--- config.mk ---
export PLATFORM = sky130hd
export DESIGN_NAME = tis_irq_ctrl
export DESIGN_NICKNAME = d
export VERILOG_FILES = /design/src/rtl/tis_pkg.sv /design/src/rtl/tis_flag_bank.sv /design/src/rtl/tis_irq_ctrl.sv
export SDC_FILE = /design/constraint.sdc
export NUM_CORES = 1
export LEC_CHECK = 0
export ABC_AREA = 1
export BUFFER_PORTS_ARGS = -buffer_cell sky130_fd_sc_hd__buf_2
export CAP_MARGIN = 40
export CORE_MARGIN = 5
export CORE_UTILIZATION = 35
export CTS_CLUSTER_DIAMETER = 40
export CTS_CLUSTER_SIZE = 8
export DETAILED_ROUTE_END_ITERATION = 16
export PLACE_DENSITY = 0.78
export SYNTH_ARGS = -nofsm -noshare
export SYNTH_HDL_FRONTEND = slang
export SYNTH_SLANG_ARGS = --single-unit
--- constraint.sdc ---
create_clock -name sys_clk_i -period 1.6 [get_ports sys_clk_i]
set_clock_uncertainty 0.15 [all_clocks]
set_input_delay 0.32 -clock sys_clk_i [delete_from_list [all_inputs] [get_ports sys_clk_i]]
set_output_delay 0.32 -clock sys_clk_i [all_outputs]
set_load 0.005 [all_outputs]
--- src/rtl/tis_pkg.sv ---
// package: register map, field layout and carrier types for the timer interrupt status logic
package tis_pkg;

  // =========================================================
  // register offsets (byte addresses)
  localparam logic [11:0] OFS_ENABLE = 12'h018;
  localparam logic [11:0] OFS_RAW = 12'h01C;
  localparam logic [11:0] OFS_MASKED = 12'h020;
  localparam logic [11:0] OFS_CLEAR = 12'h024;

  // =========================================================
  // field positions
  localparam int BIT_A_TIMEOUT = 0;
  localparam int BIT_A_CAPMATCH = 1;
  localparam int BIT_A_CAPEVENT = 2;
  localparam int BIT_CLOCK_MATCH = 3;
  localparam int BIT_B_TIMEOUT = 8;
  localparam int BIT_B_CAPMATCH = 9;
  localparam int BIT_B_CAPEVENT = 10;
  localparam int FLAG_W = 11;
  localparam logic [10:0] IMPL_MASK = 11'h70F;

  // =========================================================
  // reset values
  localparam logic [10:0] ENABLE_RST = 11'h000;
  localparam logic [10:0] RAW_RST = 11'h000;

  // =========================================================
  // carriers
  typedef struct packed {
    logic b_capevent;
    logic b_capmatch;
    logic b_timeout;
    logic clock_match;
    logic a_capevent;
    logic a_capmatch;
    logic a_timeout;
  } tis_events_t;

  typedef struct packed {
    logic [11:0] addr;
    logic [31:0] wdata;
    logic wr;
    logic rd;
  } tis_bus_req_t;

endpackage : tis_pkg
--- src/rtl/tis_flag_bank.sv ---
// sticky flag bank: set by events, cleared by write-one, set wins over clear
module tis_flag_bank #(
  parameter int WIDTH = 11
) (
  input wire logic sys_clk_i,
  input wire logic reset_i,
  input wire logic [WIDTH-1:0] set_i,
  input wire logic [WIDTH-1:0] clear_i,
  output logic [WIDTH-1:0] flags_o
);

  logic [WIDTH-1:0] flags_r;
  logic [WIDTH-1:0] flags_nxt;

  // set after clear, so an event in the clearing cycle survives
  assign flags_nxt = (flags_r & ~clear_i) | set_i;

  always_ff @(posedge sys_clk_i) begin
    if (reset_i) begin
      flags_r <= '0;
    end else begin
      flags_r <= flags_nxt;
    end
  end

  assign flags_o = flags_r;

endmodule : tis_flag_bank

--- src/rtl/tis_irq_ctrl.sv ---
// top: enable, raw, masked and clear registers of the dual timer interrupt logic
// =========================================================
//
// The implementer's own choice: strobed register access.
module tis_irq_ctrl (
  input wire logic sys_clk_i,
  input wire logic reset_i,
  input wire logic [11:0] reg_addr_i,
  input wire logic [31:0] reg_wdata_i,
  input wire logic reg_wr_i,
  input wire logic reg_rd_i,
  output logic [31:0] reg_rdata_o,
  input wire tis_pkg::tis_events_t events_i,
  output logic irq_o
);

  // =========================================================
  // address decode
  function automatic logic hit(input logic [11:0] a, input logic [11:0] ofs);
    hit = (a[11:2] == ofs[11:2]);
  endfunction : hit

  function automatic logic [10:0] impl_bits(input logic [31:0] d);
    impl_bits = d[10:0] & tis_pkg::IMPL_MASK;
  endfunction : impl_bits

  logic [10:0] enable_r;
  logic [10:0] enable_nxt;
  logic [10:0] raw_flags;
  logic [10:0] masked;
  logic [10:0] set_vec;
  logic [10:0] clr_vec;
  logic [31:0] rdata_r;
  logic [31:0] rdata_nxt;
  logic irq_r;

  // =========================================================
  // source to bit mapping
  always_comb begin
    set_vec = '0;
    set_vec[tis_pkg::BIT_A_TIMEOUT] = events_i.a_timeout;
    set_vec[tis_pkg::BIT_A_CAPMATCH] = events_i.a_capmatch;
    set_vec[tis_pkg::BIT_A_CAPEVENT] = events_i.a_capevent;
    set_vec[tis_pkg::BIT_CLOCK_MATCH] = events_i.clock_match;
    set_vec[tis_pkg::BIT_B_TIMEOUT] = events_i.b_timeout;
    set_vec[tis_pkg::BIT_B_CAPMATCH] = events_i.b_capmatch;
    set_vec[tis_pkg::BIT_B_CAPEVENT] = events_i.b_capevent;
  end

  // =========================================================
  // enable register
  // next value also feeds the irq register, so a mask write moves irq_o in the same cycle
  assign enable_nxt = (reg_wr_i && hit(reg_addr_i, tis_pkg::OFS_ENABLE)) ?
    impl_bits(reg_wdata_i) : enable_r;

  always_ff @(posedge sys_clk_i) begin
    if (reset_i) begin
      enable_r <= tis_pkg::ENABLE_RST;
    end else begin
      enable_r <= enable_nxt;
    end
  end

  // =========================================================
  // raw flags: writes to raw/masked offsets fall through untouched
  assign clr_vec = (reg_wr_i && hit(reg_addr_i, tis_pkg::OFS_CLEAR)) ? impl_bits(reg_wdata_i) : '0;

  tis_flag_bank #(
    .WIDTH(tis_pkg::FLAG_W)
  ) u_flags (
    .sys_clk_i(sys_clk_i),
    .reset_i(reset_i),
    .set_i(set_vec),
    .clear_i(clr_vec),
    .flags_o(raw_flags)
  );

  assign masked = raw_flags & enable_r;

  // =========================================================
  // per-source views, so the per-source checks below read by source rather than by bit
  logic a_timeout_enable;
  logic a_capmatch_enable;
  logic a_capevent_enable;
  logic clock_match_enable;
  logic b_timeout_enable;
  logic b_capmatch_enable;
  logic b_capevent_enable;
  logic a_timeout_raw;
  logic a_capmatch_raw;
  logic a_capevent_raw;
  logic clock_match_raw;
  logic b_timeout_raw;
  logic b_capmatch_raw;
  logic b_capevent_raw;
  logic a_timeout_masked;
  logic a_capmatch_masked;
  logic a_capevent_masked;
  logic clock_match_masked;
  logic b_timeout_masked;
  logic b_capmatch_masked;
  logic b_capevent_masked;
  logic a_timeout_clear;
  logic a_capmatch_clear;
  logic a_capevent_clear;
  logic clock_match_clear;
  logic b_timeout_clear;
  logic b_capmatch_clear;
  logic b_capevent_clear;

  assign a_timeout_enable = enable_r[tis_pkg::BIT_A_TIMEOUT];
  assign a_capmatch_enable = enable_r[tis_pkg::BIT_A_CAPMATCH];
  assign a_capevent_enable = enable_r[tis_pkg::BIT_A_CAPEVENT];
  assign clock_match_enable = enable_r[tis_pkg::BIT_CLOCK_MATCH];
  assign b_timeout_enable = enable_r[tis_pkg::BIT_B_TIMEOUT];
  assign b_capmatch_enable = enable_r[tis_pkg::BIT_B_CAPMATCH];
  assign b_capevent_enable = enable_r[tis_pkg::BIT_B_CAPEVENT];
  assign a_timeout_raw = raw_flags[tis_pkg::BIT_A_TIMEOUT];
  assign a_capmatch_raw = raw_flags[tis_pkg::BIT_A_CAPMATCH];
  assign a_capevent_raw = raw_flags[tis_pkg::BIT_A_CAPEVENT];
  assign clock_match_raw = raw_flags[tis_pkg::BIT_CLOCK_MATCH];
  assign b_timeout_raw = raw_flags[tis_pkg::BIT_B_TIMEOUT];
  assign b_capmatch_raw = raw_flags[tis_pkg::BIT_B_CAPMATCH];
  assign b_capevent_raw = raw_flags[tis_pkg::BIT_B_CAPEVENT];
  assign a_timeout_masked = masked[tis_pkg::BIT_A_TIMEOUT];
  assign a_capmatch_masked = masked[tis_pkg::BIT_A_CAPMATCH];
  assign a_capevent_masked = masked[tis_pkg::BIT_A_CAPEVENT];
  assign clock_match_masked = masked[tis_pkg::BIT_CLOCK_MATCH];
  assign b_timeout_masked = masked[tis_pkg::BIT_B_TIMEOUT];
  assign b_capmatch_masked = masked[tis_pkg::BIT_B_CAPMATCH];
  assign b_capevent_masked = masked[tis_pkg::BIT_B_CAPEVENT];
  assign a_timeout_clear = clr_vec[tis_pkg::BIT_A_TIMEOUT];
  assign a_capmatch_clear = clr_vec[tis_pkg::BIT_A_CAPMATCH];
  assign a_capevent_clear = clr_vec[tis_pkg::BIT_A_CAPEVENT];
  assign clock_match_clear = clr_vec[tis_pkg::BIT_CLOCK_MATCH];
  assign b_timeout_clear = clr_vec[tis_pkg::BIT_B_TIMEOUT];
  assign b_capmatch_clear = clr_vec[tis_pkg::BIT_B_CAPMATCH];
  assign b_capevent_clear = clr_vec[tis_pkg::BIT_B_CAPEVENT];

  // =========================================================
  // interrupt output, registered to keep it glitch free
  always_ff @(posedge sys_clk_i) begin
    if (reset_i) begin
      irq_r <= 1'b0;
    end else begin
      irq_r <= |(((raw_flags & ~clr_vec) | set_vec) & enable_nxt);
    end
  end
  assign irq_o = irq_r;

  // =========================================================
  // read port, data valid the cycle after the strobe only
  always_comb begin
    rdata_nxt = 32'h0000_0000;
    if (reg_rd_i) begin
      case (1'b1)
        hit(reg_addr_i, tis_pkg::OFS_ENABLE): rdata_nxt = {21'h0, enable_r};
        hit(reg_addr_i, tis_pkg::OFS_RAW): rdata_nxt = {21'h0, raw_flags};
        hit(reg_addr_i, tis_pkg::OFS_MASKED): rdata_nxt = {21'h0, masked};
        default: rdata_nxt = 32'h0000_0000;
      endcase
    end
  end

  always_ff @(posedge sys_clk_i) begin
    if (reset_i) begin
      rdata_r <= 32'h0000_0000;
    end else begin
      rdata_r <= rdata_nxt;
    end
  end
  assign reg_rdata_o = rdata_r;

  // =========================================================
  // checks
  a_enable_write: assert property (@(posedge sys_clk_i) disable iff (reset_i)
    reg_wr_i && hit(reg_addr_i, tis_pkg::OFS_ENABLE) |=> enable_r == ($past(reg_wdata_i[10:0]) & tis_pkg::IMPL_MASK))
    else $error("enable register did not take write");
  a_raw_set: assert property (@(posedge sys_clk_i) disable iff (reset_i)
    events_i.a_timeout && !enable_r[0] |=> raw_flags[tis_pkg::BIT_A_TIMEOUT])
    else $error("raw flag not set while disabled");
  a_masked_and: assert property (@(posedge sys_clk_i) disable iff (reset_i)
    reg_rd_i && hit(reg_addr_i, tis_pkg::OFS_MASKED) |=> reg_rdata_o[10:0] == $past(raw_flags & enable_r))
    else $error("masked read wrong");
  a_clear_one: assert property (@(posedge sys_clk_i) disable iff (reset_i)
    clr_vec[8] && !set_vec[8] |=> !raw_flags[8])
    else $error("flag not cleared");
  a_clear_zero: assert property (@(posedge sys_clk_i) disable iff (reset_i)
    raw_flags[3] && !clr_vec[3] |=> raw_flags[3])
    else $error("flag lost without clear");
  a_rsvd_zero: assert property (@(posedge sys_clk_i) disable iff (reset_i)
    $past(reg_rd_i) |-> reg_rdata_o[31:11] == 21'h0 && reg_rdata_o[7:4] == 4'h0)
    else $error("reserved bits not zero");
  a_map_capb: assert property (@(posedge sys_clk_i) disable iff (reset_i)
    events_i.b_capevent |=> raw_flags[10])
    else $error("capture b event bit wrong");
  a_ro_raw: assert property (@(posedge sys_clk_i) disable iff (reset_i)
    reg_wr_i && hit(reg_addr_i, tis_pkg::OFS_RAW) && set_vec == '0 |=> raw_flags == $past(raw_flags))
    else $error("raw register changed by write");
  a_irq_level: assert property (@(posedge sys_clk_i) disable iff (reset_i)
    irq_o == |masked)
    else $error("irq not matching masked flags");

  // per-source mapping, clear and interrupt checks
  a_map_timeout_a: assert property (@(posedge sys_clk_i) disable iff (reset_i)
    events_i.a_timeout |=> a_timeout_raw)
    else $error("timer a time-out not on its bit");
  a_map_capmatch_a: assert property (@(posedge sys_clk_i) disable iff (reset_i)
    events_i.a_capmatch |=> a_capmatch_raw)
    else $error("capture a match not on its bit");
  a_map_capevent_a: assert property (@(posedge sys_clk_i) disable iff (reset_i)
    events_i.a_capevent |=> a_capevent_raw)
    else $error("capture a event not on its bit");
  a_map_clock: assert property (@(posedge sys_clk_i) disable iff (reset_i)
    events_i.clock_match |=> clock_match_raw)
    else $error("clock match not on its bit");
  a_map_timeout_b: assert property (@(posedge sys_clk_i) disable iff (reset_i)
    events_i.b_timeout |=> b_timeout_raw)
    else $error("timer b time-out not on its bit");
  a_map_capmatch_b: assert property (@(posedge sys_clk_i) disable iff (reset_i)
    events_i.b_capmatch |=> b_capmatch_raw)
    else $error("capture b match not on its bit");
  a_clear_timeout_a: assert property (@(posedge sys_clk_i) disable iff (reset_i)
    a_timeout_clear && !events_i.a_timeout |=> !a_timeout_raw)
    else $error("timer a time-out flag not cleared");
  a_clear_capmatch_a: assert property (@(posedge sys_clk_i) disable iff (reset_i)
    a_capmatch_clear && !events_i.a_capmatch |=> !a_capmatch_raw)
    else $error("capture a match flag not cleared");
  a_clear_capevent_a: assert property (@(posedge sys_clk_i) disable iff (reset_i)
    a_capevent_clear && !events_i.a_capevent |=> !a_capevent_raw)
    else $error("capture a event flag not cleared");
  a_clear_clock: assert property (@(posedge sys_clk_i) disable iff (reset_i)
    clock_match_clear && !events_i.clock_match |=> !clock_match_raw)
    else $error("clock match flag not cleared");
  a_clear_capmatch_b: assert property (@(posedge sys_clk_i) disable iff (reset_i)
    b_capmatch_clear && !events_i.b_capmatch |=> !b_capmatch_raw)
    else $error("capture b match flag not cleared");
  a_clear_capevent_b: assert property (@(posedge sys_clk_i) disable iff (reset_i)
    b_capevent_clear && !events_i.b_capevent |=> !b_capevent_raw)
    else $error("capture b event flag not cleared");
  a_irq_timeout_a: assert property (@(posedge sys_clk_i) disable iff (reset_i)
    a_timeout_masked |-> irq_o)
    else $error("timer a time-out did not raise irq");
  a_irq_capmatch_a: assert property (@(posedge sys_clk_i) disable iff (reset_i)
    a_capmatch_masked |-> irq_o)
    else $error("capture a match did not raise irq");
  a_irq_capevent_a: assert property (@(posedge sys_clk_i) disable iff (reset_i)
    a_capevent_masked |-> irq_o)
    else $error("capture a event did not raise irq");
  a_irq_clock: assert property (@(posedge sys_clk_i) disable iff (reset_i)
    clock_match_masked |-> irq_o)
    else $error("clock match did not raise irq");
  a_irq_timeout_b: assert property (@(posedge sys_clk_i) disable iff (reset_i)
    b_timeout_masked |-> irq_o)
    else $error("timer b time-out did not raise irq");
  a_irq_capmatch_b: assert property (@(posedge sys_clk_i) disable iff (reset_i)
    b_capmatch_masked |-> irq_o)
    else $error("capture b match did not raise irq");
  a_irq_capevent_b: assert property (@(posedge sys_clk_i) disable iff (reset_i)
    b_capevent_masked |-> irq_o)
    else $error("capture b event did not raise irq");

  // register port checks
  a_enable_hold: assert property (@(posedge sys_clk_i) disable iff (reset_i)
    !(reg_wr_i && hit(reg_addr_i, tis_pkg::OFS_ENABLE)) |=> enable_r == $past(enable_r))
    else $error("enable register changed without a write");
  a_enable_rsvd: assert property (@(posedge sys_clk_i) disable iff (reset_i)
    (enable_r & ~tis_pkg::IMPL_MASK) == 11'h000)
    else $error("enable register holds an unused bit");
  a_enable_read: assert property (@(posedge sys_clk_i) disable iff (reset_i)
    reg_rd_i && hit(reg_addr_i, tis_pkg::OFS_ENABLE) |=> reg_rdata_o[10:0] == $past(enable_r))
    else $error("enable read wrong");
  a_raw_read: assert property (@(posedge sys_clk_i) disable iff (reset_i)
    reg_rd_i && hit(reg_addr_i, tis_pkg::OFS_RAW) |=> reg_rdata_o[10:0] == $past(raw_flags))
    else $error("raw read wrong");
  a_clear_read: assert property (@(posedge sys_clk_i) disable iff (reset_i)
    reg_rd_i && hit(reg_addr_i, tis_pkg::OFS_CLEAR) |=> reg_rdata_o == 32'h0000_0000)
    else $error("clear register read not zero");
  a_rdata_idle: assert property (@(posedge sys_clk_i) disable iff (reset_i)
    !reg_rd_i |=> reg_rdata_o == 32'h0000_0000)
    else $error("read data not zero without a read");
  a_ro_masked: assert property (@(posedge sys_clk_i) disable iff (reset_i)
    reg_wr_i && hit(reg_addr_i, tis_pkg::OFS_MASKED) && set_vec == '0 |=> raw_flags == $past(raw_flags))
    else $error("raw flags changed by masked write");
  a_set_wins: assert property (@(posedge sys_clk_i) disable iff (reset_i)
    set_vec != 11'h000 |=> (raw_flags & $past(set_vec)) == $past(set_vec))
    else $error("event lost against a clear");
  a_raw_no_spurious: assert property (@(posedge sys_clk_i) disable iff (reset_i)
    (raw_flags & ~$past(raw_flags) & ~$past(set_vec)) == 11'h000)
    else $error("raw flag rose without an event");
  a_reset_state: assert property (@(posedge sys_clk_i) disable iff (reset_i)
    $past(reset_i) |-> !irq_o && raw_flags == 11'h000 && enable_r == 11'h000)
    else $error("state not cleared by reset");

endmodule : tis_irq_ctrl

# [Yosys cells after proc, flatten, opt, wreduce, memory -nomap -nowiden]
# Index checks and enable logic that the tools add are counted.
[classes] bitwise_logic=6 eq_ne=4 muxes=5 n_reduce_logical=5
[op_table] operator="$mux 11" n=5
[op_table] operator="$and 11x11->11" n=3
[op_table] operator="$eq 10x3->1 const B" n=2
[op_table] operator="$eq 10x4->1 const B" n=2
[op_table] operator="$not 11->11" n=1
[op_table] operator="$or 11x11->11" n=1
[op_table] operator="$reduce_or 11->1" n=1
[op_table] operator="$reduce_or 4->1" n=1
[op_table] operator="$logic_and 1x1->1" n=2
[op_table] operator="$reduce_or 2->1" n=1
[op_table] operator="$not 1->1" n=1
[totals] out_inout_bits=33 reg_bits=55

# [Depth between registers and ports, before layout]
# Gate-level depths: netlist of run 1.
[depth] depth_word=8 ltp_mapped=12

# [Modules after synthesis]
# From an unflattened synthesis of run 1, not the netlist that was laid out.
[unflattened] hier_cells=256 area_unflattened_um2=1874.3
[modules_own_cells] mod="tis_irq_ctrl" seq_area_each_um2=460.4 n_inst=1 cells_each=200 area_each_um2=1426.4
[modules_own_cells] mod="tis_flag_bank" seq_area_each_um2=220.2 n_inst=1 cells_each=56 area_each_um2=447.9

# [Worst setup path before layout of run 1]
# No wires, ideal clock.
[synth_timing] path_type="input -> register" from="in reg_addr_i[7]" to="reg irq_r, in the netlist irq_o" stages=10 path_buffers=0 arrival_ps=1192 setup_slack_ps=133 cell_sequence="nor2_2 nand2_2 nor2_8 nand3_4 nand2_1 nand2_1 nand2_1 nand2_1 nor2_1 a21oi_1"
[synth_between] elab_chain_len=8 word_cells_on_any_way=11
[synth_lines] element="from (decl)" line="tis_irq_ctrl.sv:8" rtl="input wire logic [11:0] reg_addr_i,"
[synth_lines] element="$eq 10x4->1" line="tis_irq_ctrl.sv:20" rtl="hit = (a[11:2] == ofs[11:2]);"
[synth_lines] element="$logic_and 1x1->1" line="tis_irq_ctrl.sv:66" rtl="assign clr_vec = (reg_wr_i && hit(reg_addr_i, tis_pkg::OFS_CLEAR)) ? impl_bits(reg_wdata_i) : '0;"
[synth_lines] element="$mux 11" line="tis_irq_ctrl.sv:66"
[synth_lines] element="$not 11->11" line="tis_irq_ctrl.sv:146" rtl="irq_r <= |(((raw_flags & ~clr_vec) | set_vec) & enable_nxt);"
[synth_lines] element="$and 11x11->11" line="tis_irq_ctrl.sv:146"
[synth_lines] element="$or 11x11->11" line="tis_irq_ctrl.sv:146"
[synth_lines] element="$and 11x11->11 *" line="tis_irq_ctrl.sv:146"
[synth_lines] element="$reduce_or 11->1 *" line="tis_irq_ctrl.sv:146"
[synth_lines] element="to (signal assigned)" line="tis_irq_ctrl.sv:146"
[synth_lines] element="to (decl)" line="tis_irq_ctrl.sv:35" rtl="logic irq_r;"
# Every way passes the cells marked *; elsewhere a longest branch is shown, timed or not.
# A chain may end at the register's enable or synchronous reset.

# [Worst setup path in the final report of run 1]
# Ends and elaborated chain as after synthesis.

==> results of run 1 <==
==> placed cells by master (no fill, tap or decap) <==
master,n
a21oi_2,1
buf_2,35
nor3_2,1
nand4_1,7
nor2_8,1
nor2_4,2
inv_1,14
nand2_1,44
clkbuf_8,1
nand3_1,8
buf_4,13
o21ai_0,7
dfxtp_1,22
nand3_4,1
conb_1,25
nor2_2,4
nand2_2,5
nor2_1,7
a21oi_1,20
clkbuf_4,3
nor4_1,1
==> cells by family after synthesis <==
kind of cell / synth area share
AO/OA/AOI/OAI: 0.115
buffers and inverters: 0.204
flip-flops: 0.352
other: 0.00300
AND/OR/NAND/NOR: 0.326
==> stage by stage <==
| stage | instance area [um2] | instances | setup WS [ns] |
|---|---|---|---|
| 2_1_floorplan | 1340 | 198 | 0.133 |
| 3_3_place_gp | 1470 | 264 | -0.0925 |
| 3_5_place_dp | 1470 | 264 | -0.121 |
| 4_1_cts | 1510 | 268 | 0.219 |
| 5_1_grt | 1510 | 268 | 0.124 |
| 6_report | 1510 | 268 | 0.213 |
==> per-layer routing <==
| layer | part of all wire | vias to the layer above | track usage |
|---|---|---|---|
| met3 | 0.087 | 5 | 0.0319 |
| met2 | 0.49 | 40 | 0.207 |
| met1 | 0.41 | 495 | 0.136 |
| met5 | 0 | - | 0 |
| met4 | 0.016 | 0 | 0.0383 |
| li1 | - | 610 | - |
==> synth_stat cells, types with 4 or more instances <==
cell type / number
nand3_1: 8
a21oi_1: 20
nand2_1: 44
inv_1: 14
nand2_2: 5
nor2_1: 7
buf_4: 26
dfxtp_1: 22
nand4_1: 7
o21ai_0: 7
nor2_2: 4
==> cell type report <==
type | instances | area share
Clock buffer | 4 | 0.0241
Inverter | 14 | 0.0349
Multi-Input combinational cell | 134 | 0.429
Sequential cell | 22 | 0.293
Tap cell | 46 | 0.0382
Timing Repair Buffer | 48 | 0.181
==> worst reg2reg max path: stages, from the launching register on <==
cell and delay [ns]:
dfxtp_1 0.35, a21oi_2 0.18, nor2_2 0.05, nor2_1 0.13, a21oi_1 0.08
==> flip-flops by register name, indices dropped and copies added, names as in the netlist <==
name             cells
u_flags.flags_o      7
reg_rdata_o          7
enable_r             7
irq_o                1
==> power by group through the flow <==
stage          Sequential [W]  Combinational [W]  Clock [W]
2_1_floorplan        0.000578           0.000111          0
3_3_place_gp         0.000581           0.000134          0
3_5_place_dp         0.000581           0.000136          0
4_1_cts              0.000569           0.000136   0.000318
5_1_grt              0.000571           0.000156   0.000342
6_report             0.000569           0.000138   0.000310
==> path summary, 6_finish.rpt <==
path                                           from             endpoint
worst max register to register  u_flags.flags_o[10]                irq_o
worst max-delay path                  reg_addr_i[7]                irq_o
worst min register to register   u_flags.flags_o[2]       reg_rdata_o[2]
worst min-delay path                    events_i[6]  u_flags.flags_o[10]
==> flow_summary_export.csv, run 1 <==
group,metric,value,unit
placed_design,place_congestion,0.800,
clock_network,cts.sinks,22,
pwr,seq_power_share,0.560,
clock_network,postCtsHoldBufs,0,
sta,finalSetupViolCount,0,
sta,slew_violations,0,
placed_design,port_buffers,35,
pwr,power_frac_clock,0.305,
cells_and_area,final_core_util,0.444,
cells_and_area,seqCellArea,440,um2
worst_setup_path,critPathMaxStageDelay,0.23,ns
synth,synth_area,1250,um2
worst_setup_path,crit_path_end_kind,"flip-flop",
run,drv_cap,0,
synth,yosysWarnings,0,
sta,final.setup.tns,0,ns
worst_setup_path,cp.depth,9,
synth,syn-instance-count,174,
detailed_routing,wl_per_cell,10.3,um
worst_setup_path,cp-start-kind,"input port",
sta,period_needed,1.39,ns
cells_and_area,area_delta_synth_final,20.3,%
worst_setup_path,r2r_setup_slack,0.56,ns
sta,max_clock_freq,721,MHz
cells_and_area,fin_nets,278,
floorplanning,ios,88,
global_routing,first_global_vias,1136,
worst_setup_path,path_buf_inv,1,
worst_setup_path,required,1.66,ns
pwr,peakVddDrop,0.254,mV
pwr,powerDensity,676,nW/um2
floorplanning,die_x,69.8,um
global_routing,grt_util_all_layers,0.117,
worst_setup_path,worstPathMaxFanout,7,
synth,synth-seq-cells,22,
clock_network,post_cts_buffers,0,
cells_and_area,multi_input_area,646,um2
detailed_routing,routed_wl,2.76,mm
clock_network,root_buffer,"clkbuf_4",
worst_setup_path,r2r_cells,4,
outcome,status,"completed",
floorplanning,die_h,69.8,um
pwr,power_leakage,0.781,nW
worst_setup_path,cpMostUsedCell,"nor2_2",
floorplanning,core_area,3390,um2
synth,syn_avg_cell_area,7.19,um2
sta,timing.final.crit_share,0.867,
floorplanning,start_util,0.369,
cells_and_area,fill_cells,359,
detailed_routing,drc,0,
synth,async_flop_share,0,
worst_hold_path,hp-class,"input port to flip-flop",
detailed_routing,via_per_inst,4.29,
cells_and_area,layout-drive-gt1-share,0.302,
placed_design,dp_hpwl,2.31,mm
synth,synth-edff-count,0,
pwr,switchingPower,0.000259,W
global_routing,overflow,0,
sta,whs,0.0723,ns
clock_network,clockBufferDepth,2,
pwr,power.internal,0.000758,W
cells_and_area,diodes,0,
global_routing,grt_pass1_wl,4.76,mm
pwr,comb_power_share,0.135,
pwr,swShare,0.255,
floorplanning,die_area,4870,um2
sta,rsz0062_at_grt,"no",
detailed_routing,ant_nets,0,
clock_network,clk_pin_slew,0.13,ns
synth,synth_area_leaders,"dfxtp_1 (35%), buf_4 (16%), nand2_1 (13%), a21oi_1 (8.0%), inv_1 (4.2%)",
synth,yosysTopAreaCellShare,0.352,
global_routing,antenna_found_initial,0,
worst_setup_path,path_cells,"buf_2 > nor2_2 > nand2_2 > nor2_4 > nand3_1 > a21oi_2 > nor2_2 > nor2_1 > a21oi_1",
synth,synth_ff_type,"dfxtp_1",
synth,synth_largest_area_cell,"dfxtp_1",
detailed_routing,first_pass_iters,4,
clock_network,ctsResizeCount,0,
global_routing,grt_max_degree,16,
synth,synth_cell_types,19,
clock_network,clk_latency,0.32,ns
worst_setup_path,crit_type,"input port to flip-flop",
detailed_routing,vias,1150,
worst_hold_path,whs_path_depth,3,
clock_network,htreeDepth,1,
synth,ys_seq_area_frac,0.352,
floorplanning,rows,21,
worst_setup_path,critPathTopFamily,"simple AND/OR/NAND/NOR gates",
sta,hold_violations,0,
clock_network,cts_buffers,3,
clock_network,cts_tree,"yes",
detailed_routing,first_iter_violations,60,
pwr,p_total,0.00102,W
worst_setup_path,cp_data_arrival_time,1.45,ns
worst_setup_path,crit_slowest_cell,"nor2_4",
Note: power is estimated with default switching activity, not from simulation.
==> run 2: changes to the inputs <==
--- a/config.mk
+++ b/config.mk
@@ -8,12 +8,14 @@
 export ABC_AREA = 1
 export BUFFER_PORTS_ARGS = -buffer_cell sky130_fd_sc_hd__buf_2
 export CAP_MARGIN = 40
+export CORE_ASPECT_RATIO = 1.5
 export CORE_MARGIN = 5
 export CORE_UTILIZATION = 35
 export CTS_CLUSTER_DIAMETER = 40
 export CTS_CLUSTER_SIZE = 8
 export DETAILED_ROUTE_END_ITERATION = 16
 export PLACE_DENSITY = 0.78
+export SLEW_MARGIN = 0
 export SYNTH_ARGS = -nofsm -noshare
 export SYNTH_HDL_FRONTEND = slang
 export SYNTH_SLANG_ARGS = --single-unit
==> flow_summary_export.csv, run 2 (synthesis gave the netlist of run 1 again) <==
group,metric,value,unit
outcome,status,"completed",
clock_network,ctsResizeCount,0,
floorplanning,rows,26,
detailed_routing,routed_wl,2.78,mm
sta,period_needed,1.48,ns
run,drv_cap,0,
floorplanning,die_x,58.8,um
floorplanning,die_area,4900,um2
floorplanning,die_h,83.2,um
sta,finalSetupViolCount,0,
worst_setup_path,r2r_cells,4,
worst_setup_path,r2r_setup_slack,0.54,ns
clock_network,root_buffer,"clkbuf_8",
worst_setup_path,crit_type,"input port to flip-flop",
cells_and_area,layout-drive-gt1-share,0.302,
global_routing,grt_max_degree,16,
cells_and_area,final_core_util,0.440,
detailed_routing,wl_per_cell,10.5,um
worst_setup_path,worstPathMaxFanout,7,
sta,hold_violations,0,
sta,slew_violations,0,
clock_network,postCtsHoldBufs,0,
clock_network,cts_tree,"yes",
placed_design,placed_area,1460,um2
cells_and_area,seqCellArea,440,um2
cells_and_area,fin_nets,278,
worst_setup_path,required,1.60,ns
global_routing,overflow,0,
sta,max_clock_freq,677,MHz
worst_setup_path,reg2reg_to,"irq_o",
global_routing,grt_pass1_wl,4.46,mm
cells_and_area,diodes,0,
clock_network,clockBufferDepth,2,
global_routing,antenna_found_initial,0,
cells_and_area,fill_cells,365,
placed_design,dp_hpwl,2.30,mm
worst_setup_path,worstSetupEndpoint,"irq_o",
floorplanning,ios,88,
clock_network,cts_buffers,3,
cells_and_area,area_delta_synth_final,21.4,%
floorplanning,core_area,3450,um2
placed_design,port_buffers,35,
clock_network,post_cts_buffers,0,
worst_hold_path,hp-class,"input port to flip-flop",
floorplanning,start_util,0.363,
detailed_routing,first_iter_violations,13,
pwr,powerDensity,730,nW/um2
global_routing,use_met2,0.205,
sta,timing.final.crit_share,0.923,
global_routing,grt.busiest_layer,"met2",
sta,final.setup.tns,0,ns
worst_setup_path,reg2reg_from,"u_flags.flags_o[10]",
pwr,power_leakage,0.788,nW
placed_design,place_congestion,0.833,
clock_network,cts.sinks,22,
clock_network,clk_pin_slew,0.08,ns
clock_network,htreeDepth,1,
sta,rsz0062_at_grt,"no",
cells_and_area,final_common_cell,"nand2_1",
detailed_routing,ant_nets,0,
worst_setup_path,crit_start,"reg_addr_i[7]",
cells_and_area,finalInstanceArea,1520,um2
global_routing,gr-usage-met3,0.0186,
cells_and_area,layout_common_cells,"nand2_1 (44), buf_2 (35), conb_1 (25)",
detailed_routing,vias,1136,
global_routing,grt_util_all_layers,0.114,
detailed_routing,first_pass_iters,3,
worst_setup_path,cp-start-kind,"input port",
pwr,peakVddDrop,0.370,mV
detailed_routing,via_per_inst,4.30,
worst_setup_path,crit_path_end_kind,"flip-flop",
global_routing,met1_usage,0.121,
clock_network,clk_latency,0.26,ns
global_routing,first_global_vias,1100,
worst_setup_path,cp_data_arrival_time,1.48,ns
cells_and_area,multi_input_area,646,um2
detailed_routing,drc,0,
run 2: cell types whose count changed in the layout (fill, tap and decap cells not counted):
cell and delta:
clkbuf_4 -3, clkbuf_8 +3
run 2: how the worst min path moves through the flow:
stage,startpoint,endpoint,slack (ns),cells after the start
final,events_i[6],u_flags.flags_o[10],0.14,3
after global routing,events_i[6],u_flags.flags_o[10],0.16,3
after CTS,events_i[6],u_flags.flags_o[10],0.14,3
after detailed placement,u_flags.flags_o[2],reg_rdata_o[2],0.32,2
after global placement,u_flags.flags_o[3],reg_rdata_o[3],0.31,2
after floorplan,u_flags.flags_o[0],reg_rdata_o[0],0.29,2
run 2: metal layers:
layer / wire length [um] / share of wire
met4: 70 / 0.025
met2: 1450 / 0.52
met5: 0 / 0
met3: 221 / 0.079
met1: 1040 / 0.37
run 2: worst max-delay path, stage by stage:
cell	delay, ns
buf_2	0.10
nor2_2	0.12
nand2_2	0.13
nor2_4	0.22
nand3_1	0.11
a21oi_2	0.17
nor2_2	0.05
nor2_1	0.16
a21oi_1	0.09
run 2: through the flow:
stage,worst slack [ns],hold WS (ns),std cells,power (W)
finish,0.123,0.143,264,0.00111
global route,0.0271,0.161,264,0.00116
CTS,0.125,0.138,264,0.00111
detailed placement,-0.152,0.315,260,0.000719
global placement,-0.131,0.308,260,0.000716
floorplan,0.133,0.289,198,0.000689
run 2: cell type report:
class                   count  area share
clock buffers               4      0.0362
inverters                  14      0.0346
multi-input cells         134       0.425
flip-flops and latches     22       0.290
well taps                  42      0.0346
repair buffers             48       0.180
run 2: power by group:
group	switching (W)	internal, W
logic	0.0000795	0.0000604
clock network	0.000182	0.000219
registers	0.00000846	0.000560
total	0.000270	0.000839
==> run 3: changes to the inputs <==
--- a/config.mk
+++ b/config.mk
@@ -10,11 +10,11 @@
 export CAP_MARGIN = 40
 export CORE_ASPECT_RATIO = 1.5
 export CORE_MARGIN = 5
-export CORE_UTILIZATION = 35
+export CORE_UTILIZATION = 41
 export CTS_CLUSTER_DIAMETER = 40
 export CTS_CLUSTER_SIZE = 8
 export DETAILED_ROUTE_END_ITERATION = 16
-export PLACE_DENSITY = 0.78
+export PLACE_DENSITY = 0.88
 export SLEW_MARGIN = 0
 export SYNTH_ARGS = -nofsm -noshare
 export SYNTH_HDL_FRONTEND = slang
==> flow_summary_export.csv, run 3 (synthesis gave the netlist of run 1 again) <==
group,metric,value,unit
outcome,status,"completed",
clock_network,clockBufferDepth,2,
sta,timing.final.crit_share,0.917,
worst_setup_path,required,1.60,ns
worst_setup_path,crit_path_end_kind,"flip-flop",
worst_setup_path,crit_type,"input port to flip-flop",
global_routing,first_global_vias,1203,
sta,rsz0062_at_grt,"no",
worst_setup_path,reg2reg_to,"irq_o",
worst_setup_path,r2r_setup_slack,0.54,ns
worst_setup_path,crit_start,"reg_addr_i[7]",
worst_setup_path,r2r_cells,6,
sta,finalSetupViolCount,0,
clock_network,root_buffer,"clkbuf_8",
floorplanning,ios,88,
cells_and_area,multi_input_area,646,um2
clock_network,cts_buffers,3,
pwr,powerDensity,694,nW/um2
worst_setup_path,path_cells,"buf_2 > nor2_2 > nand2_2 > nor2_8 > nand3_4 > nand2_1 > nand2_1 > nand2_1 > nand2_1 > nor2_1 > a21oi_1",
worst_setup_path,cpMostUsedCell,"nand2_1",
floorplanning,die_h,77.7,um
global_routing,overflow,0,
clock_network,htreeDepth,1,
sta,fin_ws,0.132,ns
worst_setup_path,crit_slowest_cell,"nor2_8",
detailed_routing,first_iter_violations,29,
floorplanning,die_x,55.1,um
worst_setup_path,cp_data_arrival_time,1.46,ns
global_routing,grt_util_all_layers,0.140,
detailed_routing,routed_wl,2.74,mm
sta,period_needed,1.47,ns
clock_network,cts_tree,"yes",
cells_and_area,final_common_cell,"nand2_1",
clock_network,ctsResizeCount,0,
floorplanning,core_area,2910,um2
cells_and_area,layout_common_cells,"nand2_1 (44), buf_2 (35), conb_1 (25)",
sta,hold_violations,0,
worst_setup_path,worstPathMaxFanout,7,
detailed_routing,ant_nets,0,
placed_design,place_ws,-0.150,ns
detailed_routing,wl_per_cell,10.6,um
global_routing,grt_pass1_wl,4.64,mm
detailed_routing,first_pass_iters,4,
pwr,peakVddDrop,0.416,mV
clock_network,postCtsHoldBufs,0,
floorplanning,die_area,4280,um2
cells_and_area,stdcell_count,258,
worst_setup_path,reg2reg_from,"enable_r[9]",
clock_network,clk_latency,0.25,ns
floorplanning,start_util,0.430,
placed_design,port_buffers,35,
worst_setup_path,critPathMaxStageDelay,0.17,ns
worst_hold_path,hp-class,"input port to flip-flop",
worst_setup_path,cp-start-kind,"input port",
detailed_routing,via_per_inst,4.53,
placed_design,placed_cells,255,
cells_and_area,fill_cells,313,
clock_network,post_cts_buffers,0,
detailed_routing,vias,1169,
global_routing,antenna_found_initial,0,
cells_and_area,final_core_util,0.510,
clock_network,clk_pin_slew,0.07,ns
sta,slew_violations,0,
run,drv_cap,0,
pwr,power_leakage,0.771,nW
detailed_routing,drc,0,
clock_network,cts.sinks,22,
sta,max_clock_freq,681,MHz
pwr,p_total,0.00103,W
cells_and_area,diodes,0,
placed_design,dp_hpwl,2.24,mm
worst_setup_path,worstSetupEndpoint,"irq_o",
sta,whs,0.157,ns
cells_and_area,layout-drive-gt1-share,0.292,
cells_and_area,area_delta_synth_final,18.8,%
floorplanning,rows,24,
placed_design,place_congestion,0.848,
cells_and_area,fin_nets,276,
global_routing,grt_max_degree,16,
cells_and_area,seqCellArea,440,um2
## run 3: through the flow
step	TNS, ns	area [um2]
after floorplan	0	1340
after global placement	-0.118	1450
after detailed placement	-0.150	1450
after CTS	0	1490
after global routing	0	1490
final	0	1490
## run 3: routing by layer
metal	vias to the layer above	track usage	part of all wire
met2	48	0.248	0.52
met1	513	0.149	0.39
li1	600	-	-
met5	-	0	0
met4	0	0.0706	0.026
met3	8	0.0230	0.062
## run 3: report_power, final
part | internal (W) | switching [W]
logic | 0.0000570 | 0.0000785
registers | 0.000560 | 0.00000823
clock network | 0.000167 | 0.000160
total | 0.000784 | 0.000247
## run 3: how the worst min path moves through the flow
stage	end	slack [ns]	startpoint	cells after the start
after floorplan	reg_rdata_o[0]	0.29	u_flags.flags_o[0]	2
after global placement	reg_rdata_o[2]	0.31	u_flags.flags_o[2]	2
after detailed placement	reg_rdata_o[9]	0.31	u_flags.flags_o[9]	2
after CTS	u_flags.flags_o[10]	0.16	events_i[6]	3
after global routing	u_flags.flags_o[2]	0.16	events_i[2]	3
final	u_flags.flags_o[10]	0.16	events_i[6]	3
## run 3: area by class of cell
| type | instances | share of cell area |
|---|---|---|
| flip-flops and latches | 22 | 0.296 |
| well taps | 39 | 0.0328 |
| multi-input cells | 134 | 0.434 |
| clock buffers | 3 | 0.0278 |
| repair buffers | 46 | 0.173 |
| inverters | 14 | 0.0354 |
## run 3: worst max-delay path, delay by kind of cell
kind	cells	cell delay [ns]
simple gates	9	0.94
compound gates	1	0.09
buf+inv	1	0.10
